**src/inc/adc_seq_cfg.svh**
```systemverilog
// Offsets, field positions, reset values and counts of the ADC sequencer
// ============================================================
// Operation
// - Timer raises a request every 256 data clocks; each is one period.
// - Counter accumulates comparator-positive clocks over 64 consecutive periods.
// - One more period resets the integrator and forms the result.
// - Accumulation window is 64 times 256 data clocks plus the wait until the timer request is serviced.
// - Timer, counter and integrator phases all run from one clock.
// - Input acquired on phase one; phase select swaps to phase two.
// - Out-of-range input saturates to maximum positive or negative code.
// - Each positive clock adds a quarter count; total is divided by four.
// - Accumulation ends only once the timer request has been serviced.
// - Timer and counter each raise their own interrupt request.
// - Comparator is taken from the block's own dedicated column input.
// - Counter advances while comparator positive, with 16 bits of range.
// - Low 8 bits of timer are hardware, upper bits extended; counter has all 16 bits in hardware.
// - Counter enabled from first period until the timer request after the 64th is serviced, then held reset.
// - Reset period shifts count right by two and sets data-available.
`ifndef ADC_SEQ_CFG_SVH
`define ADC_SEQ_CFG_SVH
// ============================================================
// Register byte offsets
`define OFS_CTRL 5'h00
`define OFS_STATUS 5'h04
`define OFS_MASK 5'h08
`define OFS_RESULT 5'h0C
`define OFS_COUNT 5'h10
// ============================================================
// Field positions
`define CTRL_ENABLE 0
`define CTRL_PHASE 1
`define EVT_TIMER 0
`define EVT_COUNTER 1
`define EVT_DATA 2
// ============================================================
// Reset values and counts
`define CTRL_RESET 2'h0
`define MASK_RESET 3'h0
`define PERIOD_LAST 8'hFF
`define WINDOW_LAST 7'h3F
`define CODE_MID 16'h0800
`define CODE_MAX 12'h7FF
`define RESP_OKAY 2'h0
`define RESP_SLVERR 2'h2
`endif

```
**src/inc/adc_seq_pkg.sv**
```systemverilog
// Types of the ADC sequencer
package adc_seq_pkg;
  // ============================================================
  // Sequence states, Gray along idle-accumulate-wait-reset
  typedef enum logic [1:0] {
    ST_IDLE = 2'h0,
    ST_ACCUM = 2'h1,
    ST_WAIT = 2'h3,
    ST_RESET = 2'h2
  } seq_state_t;
  // ============================================================
  // Whole state of the sequencer
  typedef struct packed {
    seq_state_t st;
    logic [7:0] tmr;
    logic [6:0] period;
    logic [15:0] acc;
    logic phase;
    logic [1:0] cmp_sync;
    logic [1:0] ctrl;
    logic [2:0] sts;
    logic [2:0] mask;
    logic avail;
    logic [11:0] result;
    logic aw_ok;
    logic [4:0] aw_addr;
    logic w_ok;
    logic [7:0] wdata;
    logic wstrb0;
    logic bvalid;
    logic [1:0] bresp;
    logic rvalid;
    logic [31:0] rdata;
    logic [1:0] rresp;
  } seq_reg_t;
endpackage

```
**src/core/incremental_adc_sequencer.sv**
```systemverilog
// Sequencer, counters and register slave of the incremental ADC
`timescale 1ns/10ps
`default_nettype none
`include "adc_seq_cfg.svh"
module incremental_adc_sequencer
  import adc_seq_pkg::*;
(
  input wire logic clk_sys,
  input wire logic rst,
  input wire logic column_comparator,
  output logic integ_phi1,
  output logic integ_phi2,
  output logic input_acquire,
  output logic integ_reset,
  output logic timer_irq,
  output logic counter_irq,
  output logic data_available,
  output logic irq,
  input wire logic [31:0] s_axi_awaddr,
  input wire logic s_axi_awvalid,
  output logic s_axi_awready,
  input wire logic [31:0] s_axi_wdata,
  input wire logic [3:0] s_axi_wstrb,
  input wire logic s_axi_wvalid,
  output logic s_axi_wready,
  output logic [1:0] s_axi_bresp,
  output logic s_axi_bvalid,
  input wire logic s_axi_bready,
  input wire logic [31:0] s_axi_araddr,
  input wire logic s_axi_arvalid,
  output logic s_axi_arready,
  output logic [31:0] s_axi_rdata,
  output logic [1:0] s_axi_rresp,
  output logic s_axi_rvalid,
  input wire logic s_axi_rready
);

  // ============================================================
  // State
  seq_reg_t r_q;
  seq_reg_t r_d;
  logic cmp_pos;
  logic tmr_wrap;
  logic counting;
  logic [15:0] acc_inc;
  logic [15:0] code_wide;
  logic [2:0] evt_set;
  logic [2:0] evt_clr;
  logic avail_clr;
  logic wr_go;
  logic rd_go;
  logic [4:0] rd_addr;

  // ============================================================
  // Outputs
  // Both integrator phases derive from the same clock as the counters
  assign integ_phi1 = ~r_q.phase;
  assign integ_phi2 = r_q.phase;
  // Phase select swaps the acquiring phase for sources that auto-zero
  assign input_acquire = r_q.ctrl[`CTRL_PHASE] ? r_q.phase :
                         ~r_q.phase;
  assign integ_reset = (r_q.st == ST_RESET);
  assign timer_irq = r_q.sts[`EVT_TIMER] & r_q.mask[`EVT_TIMER];
  assign counter_irq = r_q.sts[`EVT_COUNTER] &
                       r_q.mask[`EVT_COUNTER];
  assign irq = |(r_q.sts & r_q.mask);
  assign data_available = r_q.avail;
  assign s_axi_awready = ~r_q.aw_ok & ~r_q.bvalid;
  assign s_axi_wready = ~r_q.w_ok & ~r_q.bvalid;
  assign s_axi_bvalid = r_q.bvalid;
  assign s_axi_bresp = r_q.bresp;
  assign s_axi_arready = ~r_q.rvalid;
  assign s_axi_rvalid = r_q.rvalid;
  assign s_axi_rdata = r_q.rdata;
  assign s_axi_rresp = r_q.rresp;

  // ============================================================
  // Helpers
  // Only the second synchroniser stage is ever looked at
  assign cmp_pos = r_q.cmp_sync[1];
  assign tmr_wrap = r_q.ctrl[`CTRL_ENABLE] &&
                    (r_q.tmr == `PERIOD_LAST);
  assign counting = (r_q.st == ST_ACCUM) || (r_q.st == ST_WAIT);
  // Saturate instead of wrapping if a late service piles on counts
  assign acc_inc = (r_q.acc == 16'hFFFF) ? r_q.acc :
                   r_q.acc + 16'h0001;
  // Quarter counts per clock: drop two bits, then recentre on midscale
  assign code_wide = {2'h0, r_q.acc[15:2]} - `CODE_MID;
  assign wr_go = r_q.aw_ok & r_q.w_ok & ~r_q.bvalid;
  assign rd_go = s_axi_arvalid & ~r_q.rvalid;
  assign rd_addr = s_axi_araddr[4:0];

  // ============================================================
  // Next state
  always_comb begin
    r_d = r_q;
    evt_set = 3'h0;
    evt_clr = 3'h0;
    avail_clr = 1'b0;
    r_d.cmp_sync = {r_q.cmp_sync[0], column_comparator};
    r_d.phase = ~r_q.phase;

    // Period timer: low 8 bits only, software extends beyond
    if (r_q.ctrl[`CTRL_ENABLE]) begin
      r_d.tmr = r_q.tmr + 8'h01;
    end else begin
      r_d.tmr = 8'h00;
    end
    if (tmr_wrap) begin
      evt_set[`EVT_TIMER] = 1'b1;
    end

    // Positive counter accumulates one quarter count per positive clock
    if (counting && cmp_pos) begin
      r_d.acc = acc_inc;
      if (r_q.acc[7:0] == 8'hFF) begin
        evt_set[`EVT_COUNTER] = 1'b1;
      end
    end

    case (r_q.st)
      ST_IDLE: begin
        r_d.acc = 16'h0000;
        r_d.period = 7'h00;
        if (r_q.ctrl[`CTRL_ENABLE]) begin
          r_d.st = ST_ACCUM;
          r_d.tmr = 8'h00;
        end
      end
      ST_ACCUM: begin
        if (!r_q.ctrl[`CTRL_ENABLE]) begin
          r_d.st = ST_IDLE;
        end else if (tmr_wrap) begin
          r_d.period = r_q.period + 7'h01;
          if (r_q.period == `WINDOW_LAST) begin
            r_d.st = ST_WAIT;
          end
        end
      end
      ST_WAIT: begin
        // Counting goes on until software services the timer request;
        // every cycle of latency here adds spurious counts
        if (!r_q.ctrl[`CTRL_ENABLE]) begin
          r_d.st = ST_IDLE;
        end else if (!r_q.sts[`EVT_TIMER]) begin
          r_d.st = ST_RESET;
          r_d.tmr = 8'h00;
          r_d.avail = 1'b1;
          evt_set[`EVT_DATA] = 1'b1;
          if (code_wide[15]) begin
            r_d.result = code_wide[11:0];
          end else if (code_wide > {4'h0, `CODE_MAX}) begin
            r_d.result = `CODE_MAX;
          end else begin
            r_d.result = code_wide[11:0];
          end
        end
      end
      ST_RESET: begin
        r_d.acc = 16'h0000;
        r_d.period = 7'h00;
        if (!r_q.ctrl[`CTRL_ENABLE]) begin
          r_d.st = ST_IDLE;
        end else if (tmr_wrap) begin
          r_d.st = ST_ACCUM;
        end
      end
      default: begin
        r_d.st = ST_IDLE;
      end
    endcase

    // ----- Write channel: address and data in either order
    if (s_axi_awvalid && s_axi_awready) begin
      r_d.aw_ok = 1'b1;
      r_d.aw_addr = s_axi_awaddr[4:0];
    end
    if (s_axi_wvalid && s_axi_wready) begin
      r_d.w_ok = 1'b1;
      r_d.wdata = s_axi_wdata[7:0];
      r_d.wstrb0 = s_axi_wstrb[0];
    end
    if (wr_go) begin
      r_d.aw_ok = 1'b0;
      r_d.w_ok = 1'b0;
      r_d.bvalid = 1'b1;
      r_d.bresp = `RESP_OKAY;
      case (r_q.aw_addr)
        `OFS_CTRL: begin
          if (r_q.wstrb0) begin
            r_d.ctrl = r_q.wdata[1:0];
          end
        end
        `OFS_STATUS: begin
          if (r_q.wstrb0) begin
            evt_clr = r_q.wdata[2:0];
          end
        end
        `OFS_MASK: begin
          if (r_q.wstrb0) begin
            r_d.mask = r_q.wdata[2:0];
          end
        end
        `OFS_RESULT: begin
        end
        `OFS_COUNT: begin
        end
        default: begin
          r_d.bresp = `RESP_SLVERR;
        end
      endcase
    end
    if (r_q.bvalid && s_axi_bready) begin
      r_d.bvalid = 1'b0;
    end

    // ----- Read channel: answer one cycle after the address is taken
    if (rd_go) begin
      r_d.rvalid = 1'b1;
      r_d.rresp = `RESP_OKAY;
      r_d.rdata = 32'h0000_0000;
      case (rd_addr)
        `OFS_CTRL: begin
          r_d.rdata[1:0] = r_q.ctrl;
        end
        `OFS_STATUS: begin
          r_d.rdata[2:0] = r_q.sts;
          r_d.rdata[3] = r_q.avail;
          r_d.rdata[5:4] = r_q.st;
        end
        `OFS_MASK: begin
          r_d.rdata[2:0] = r_q.mask;
        end
        `OFS_RESULT: begin
          // Sign extended so software sees the two's complement code
          r_d.rdata = {{20{r_q.result[11]}}, r_q.result};
          avail_clr = 1'b1;
        end
        `OFS_COUNT: begin
          r_d.rdata = {1'b0, r_q.period, r_q.acc, r_q.tmr};
        end
        default: begin
          r_d.rresp = `RESP_SLVERR;
        end
      endcase
    end
    if (r_q.rvalid && s_axi_rready) begin
      r_d.rvalid = 1'b0;
    end

    // ----- Sticky flags: a set in the clearing cycle wins
    r_d.sts = (r_q.sts & ~evt_clr) | evt_set;
    if (avail_clr && !evt_set[`EVT_DATA]) begin
      r_d.avail = 1'b0;
    end
  end

  // ============================================================
  // Register
  always_ff @(posedge clk_sys) begin
    if (rst) begin
      r_q <= '0;
      r_q.st <= ST_IDLE;
      r_q.ctrl <= `CTRL_RESET;
      r_q.mask <= `MASK_RESET;
      r_q.bresp <= `RESP_OKAY;
      r_q.rresp <= `RESP_OKAY;
    end else begin
      r_q <= r_d;
    end
  end

endmodule
`default_nettype wire

```
**config.mk**
```make
export PLATFORM = sky130hd
export DESIGN_NAME = incremental_adc_sequencer
export DESIGN_NICKNAME = d
export VERILOG_FILES = /design/src/inc/adc_seq_pkg.sv /design/src/core/incremental_adc_sequencer.sv
export VERILOG_INCLUDE_DIRS = /design/src /design/src/inc
export SDC_FILE = /design/constraint.sdc
export NUM_CORES = 1
export LEC_CHECK = 0
export BUFFER_PORTS_ARGS = -buffer_cell sky130_fd_sc_hd__buf_2
export CORE_MARGIN = 2
export CORE_UTILIZATION = 51
export CTS_CLUSTER_DIAMETER = 100
export DETAILED_ROUTE_END_ITERATION = 16
export GPL_ROUTABILITY_DRIVEN = 0
export MAX_ROUTING_LAYER = met4
export PLACE_DENSITY = 0.8
export RECOVER_POWER = 50
export SLEW_MARGIN = 10
export SYNTH_ARGS = -nofsm -noshare
export SYNTH_HDL_FRONTEND = slang
export SYNTH_SLANG_ARGS = --single-unit
```
**constraint.sdc**
```tcl
create_clock -name clk_sys -period 2.4 [get_ports clk_sys]
set_clock_uncertainty 0.2 [all_clocks]
set_input_delay 0.6 -clock clk_sys [delete_from_list [all_inputs] [get_ports clk_sys]]
set_output_delay 0.6 -clock clk_sys [all_outputs]
set_load 0.02 [all_outputs]
```
-- After elaboration in Yosys (flattened, before gate mapping)
Index checks and enable logic that the tools add are counted.
- register bits after elaboration: 106
- input port bits: 108
- output and inout port bits: 49
- word-level logic and storage cells: 129
- add/subtract/negate cells: 4
- order comparisons: 1
- equality and inequality tests: 22
- multiplexer cells: 35
- bitwise gates (word level): 18
- reduce and logical (&&, ||, !) cells: 28
- operator list (kind ; number):
    case mux 26 bit (2 select lines) ; 1
    2-to-1 mux 12 bit ; 2
    equality test 5 x 4 -> 1 bit, second input constant ; 4
    2-to-1 mux 10 bit ; 2
    adder 16 x 1 -> 16 bit, second input constant ; 1
    equality test 16 bit, second input constant ; 1
    equality test 8 bit, second input constant ; 2
    greater-than comparator 16 x 11 -> 1 bit, second input constant ; 1
    2-to-1 mux 2 bit ; 8
    2-to-1 mux 8 bit ; 2
    case mux 8 bit (2 select lines) ; 1
    subtractor 14 x 12 -> 15 bit, second input constant ; 1
    2-to-1 mux 7 bit ; 2
    case mux 7 bit (2 select lines) ; 1
    AND reduction 3 bit ; 4
    equality test 5 x 3 -> 1 bit, second input constant ; 2
    equality test 5 bit, second input constant ; 2
    logical NOT 5 bit ; 2
    case mux 2 bit (5 select lines) ; 1
    OR reduction 2 bit ; 5
    OR reduction 5 bit ; 2
    2-to-1 mux 1 bit ; 9
    2-to-1 mux 3 bit ; 3
    case mux 3 bit (3 select lines) ; 1
    23 further kinds ; 48

-- Depth between registers and ports, before layout
- depth after elaboration: 6
- mapped depth: 9
- depth with buffers taken out: 7

-- Worst setup path after synthesis
No wires, ideal clock.
- path kind: reg-to-reg
- start point: register r_q[109] (netlist name)
- end point: register r_q[96] (netlist name)
- setup time: 0.092 ns
- arrival time: 1.647 ns
- required time: 2.108 ns
- slack: 0.461 ns
- cell stages (with the launch flop): 8
- buffers on the path: 1
- clock period less this slack: 1.939 ns
- path through: dfxtp_1 -> inv_1 -> ha_1 -> or3_1 -> clkbuf_1 -> nor2_1 -> nor2_1 -> o32ai_1
- cells in the longest elaborated chain, start to end: 4
- elaborated cells between the ends (all ways): 9
- classes of those cells: eq/ne (4); mux (1); reduce/logical (4)
- ends and longest elaborated chain (what ; line ; source):
    start, declared ; incremental_adc_sequencer.sv:40 ; seq_reg_t r_q;
    start signal, assigned ; incremental_adc_sequencer.sv:269 ; r_q <= r_d;
    equality test 2 bit (*) ; - ;
    net integ_reset ; incremental_adc_sequencer.sv:14 ; output logic integ_reset,
    OR reduction 2 bit (no source line) (*) ; - ;
    nonzero test 2 bit (no source line) ; - ;
    AND reduction 3 bit (no source line) ; - ;
Mark *: on every way through the listed nets, which the timed path passes. The rest lies on a longest branch.
A chain may end at the register's enable or synchronous reset.

-- Worst setup path after layout
- start point: register r_q[70] (netlist name)
- end point: output port irq
- cells in the longest elaborated chain, start to end: 2
- ends and longest elaborated chain (what ; line ; source):
    AND 3 bit ; incremental_adc_sequencer.sv:66 ; assign irq = |(r_q.sts & r_q.mask);
    OR reduction 3 bit ; incremental_adc_sequencer.sv:66 ;
    end, declared ; incremental_adc_sequencer.sv:18 ; output logic irq,
No other way between the ends.

==> run summary <==
### Critical path
* and2_1, a211oi_1, inv_1, buf_2 — sequence of cells on the critical path
* register — critical path launch point type
* flip-flops — Top Family by Delay on Critical Path
* 6 — critical path fanouts, max
* 2 — Buf/Inv on CP
* 7 — Reg2Reg Depth
* 380 ps — largest stage delay on the critical path
* output port — category of the worst setup path capture point
* register to output port — crit path kind
* dfxtp_1 — slowest CP cell
* 4 — number of cells on the critical path
* 1600 ps — CP Data Required Time
* 1430 ps — endpoint arrival time on the critical path

### Placement
* 68 — I/O Buffers
* 5072 µm² — area after detailed placement
* -32.38 ps — Setup WS pre-CTS
* 7.800 mm — DPL Wire Length
* 705 — instance count after placement with tap cells included

### Hold path
* 2 — cell depth of the worst min-delay path
* input port to register — path class of the lowest-slack min-delay path

### Drt
* 0 — Routed Antenna Nets
* 0 — count of unresolved DRC violations after routing
* 14.66 µm — Avg WL per Cell
* 5 — total iterations of the first detailed-routing run
* 3958 — via count of the routed design
* 10.56 mm — final wirelength
* 179 — initial detailed-routing violation count
* 5.497 — via density per instance

### Timing
* 0 — Final Hold Violating Endpoints
* 901.2 ps — transition time of the tightest slew-check pin
* 0 — final-report max-slew violation count
* 39.92% — worst rel slew slack
* 167.8 ps — least setup slack across all paths after layout
* 217.2 ps — worst hold margin
* 0 — count of final setup violators
* 0.4480 GHz — fmax
* 2232 ps — min cycle time layout
* 93.01% — Final period util
* no — setup repair after global routing missed its margin

### Finish
* 6.134% — area growth from synthesis to layout
* 720 — final non-filler cell total
* 5218 µm² — final non-filler cell area
* 704 — Post-layout nets
* 0 — Antenna Diode Count
* 13.20% — proportion of layout cells with a drive suffix above 1

### Power
* 23.43% — switching share of total power
* 0.001867 µW — leakage power summed over all cells
* 3155 µW — total power of the final layout
* 0.3049 mV — Worst IR Drop VDD
* 56.5% — Flop pwr share
* 6.9% — Comb pwr share
* 739.1 µW — net load switching power
* 2416 µW — Internal Power
* 36.6% — part of the total power dissipated in the clock network
* 604.7 nW/µm² — total power per unit cell area

### Outcome
* completed — status

### Synth
* 42.35% — area fraction of the dominant cell type after synthesis
* dfxtp_1, nor2_1, buf_4 — biggest area contributors in the synthesized netlist
* 42.35% — sequential-to-total area share from yosys stat
* 8.670 µm² — Post-Syn Area per Cell
* 104 — number of flip-flops and latches in the synthesized netlist
* 65 — distinct cell type count after synthesis
* dfxtp_1, nor2_1, a21oi_1 — top post-synthesis cells by count
* 0% — ys async rst share
* 0 — number of warnings reported in the yosys synthesis log
* 4916 µm² — cell area after synthesis
* 0 — count of flip-flops with a built-in enable after synthesis
* 567 — Post-Synthesis Cells
* dfxtp_1 — largest area contributor in the netlist
* dfxtp_1 — library cell with the highest instance count after synthesis
* dfxtp_1 — most used flip-flop cell after synthesis

### GRT
* 45 — maximum number of pins on one net before global-route repair
* 0 — antenna violations before repair
* 17.51 mm — first-pass GRT wire length
* 21.71% — All-Layer GR Usage
* 0 — leftover overflow at the end of global routing
* 3680 — number of global-route vias before repair

### Floorplanning
* 157 — IO Count
* 10440 µm² — die outline area
* 9284 µm² — core area
* 52.95% — initial core utilization
* 102.2 µm — Die Y-Extent
* 35 — num rows
* 102.2 µm — Die X-Extent

### CTS
* yes — TritonCTS clock tree
* 9 — CTS buffer count
* 0 — number of hold-repair buffers added at the cts stage
* 3 — H-Tree Level Count
* 104 — number of clock sinks seen by CTS
* 2 — clock buffer depth
* 360 ps — insertion delay of the later-clocked pin in the worst-skew pair
* 100 ps — Clock Pin Slew Worst Setup and Hold Paths
* clkbuf_8 — clock tree root buffer cell

### Flow run
* 0 — number of max-cap violations

## area by class of cell
| type | instances | area (µm²) |
|---|---|---|
| clock buffers | 10 | 127.6 |
| clock inverters | 5 | 82.58 |
| fillers | 882 | 4066 |
| inverters | 12 | 45.04 |
| multi-input cells | 380 | 2352 |
| flip-flops and latches | 104 | 2082 |
| well taps | 129 | 161.4 |
| repair buffers | 80 | 366.6 |
## worst reg2reg max path, cell delays in order, from the launching register on
cell and delay, ps:
dfxtp_1 390, inv_1 110, ha_1 260, nor2b_1 140
a31oi_1 210, o221ai_2 180, or3_1 400, a21oi_2 140
## logic make-up after synthesis
| logic type | synth area share, % |
|---|---|
| AOI/OAI and AO/OA | 14.33 |
| xor gates and xnor gates | 3.563 |
| adders and majority gates | 2.291 |
| buffers and inverters | 9.850 |
| DFF | 42.35 |
| muxes | 4.378 |
| other | 0.07628 |
| and+or+nand+nor | 23.16 |
## flip-flops by register name, indices dropped and copies added, names as in the netlist
signal          flops
r_q                64
s_axi_rdata        32
s_axi_bvalid        1
r_d                 1
s_axi_bresp         1
integ_phi2          1
data_available      1
cmp_pos             1
s_axi_rvalid        1
s_axi_rresp         1
## power by group through the flow
stage                     sequential [µW]  combinational, µW  clock [µW]
after floorplan                      1820                174           0
after global placement               1820                221           0
after detailed placement             1820                227           0
after CTS                            1780                228        1170
after global routing                 1790                242        1250
final                                1780                218        1150
## repair_timing
item                                    4_1_cts  5_1_grt
setup buffers                                 0        0
gates resized for setup                       0        1
endpoints found under the setup margin        0        6
## path summary, 6_finish.rpt
kind         slack, ps          from           end
max reg2reg        300      r_q[109]      r_q[110]
max                170       r_q[70]           irq
min                220  s_axi_rready  s_axi_rvalid
min reg2reg        250       r_d[76]       cmp_pos
## layout by cell type (no fill, tap or decap), types with 2 or more instances in the layout
cell type / count
dfxtp_1: 104
nor2_1: 93
clkbuf_1: 46
a21oi_1: 43
nor3_1: 29
nand2_1: 29
buf_2: 25
a22oi_1: 21
xnor2_1: 17
mux2i_1: 17
o21ai_0: 14
nand3_1: 13
inv_1: 11
a221oi_1: 11
ha_1: 9
clkbuf_8: 9
buf_4: 9
nand4_1: 8
and2_1: 7
nor2b_1: 5
and3_1: 5
nand2b_1: 5
or3_1: 4
a211oi_1: 3
nor4_2: 3
nand3b_1: 3
xor2_1: 3
clkinvlp_4: 3
a31oi_1: 2
or2_2: 2
conb_1: 2
bufinv_16: 2
## through the flow
step,TNS (ps),util [%]
6_report,0,56.20
2_1_floorplan,0,-
3_3_place_gp,0,54.64
3_5_place_dp,-37.98,54.64
4_1_cts,0,56.90
5_1_grt,0,56.20
## routing by layer
metal / vias to the layer above / track usage (%) / routed length [µm]
met3: 10 / 3.830 / 426
li1: 1961 / - / -
met1: 1879 / 27.91 / 4947
met4: 0 / 7.590 / 103
met5: - / - / 0
met2: 108 / 34.56 / 5080
No activity file was read; power rests on OpenSTA's default activity.
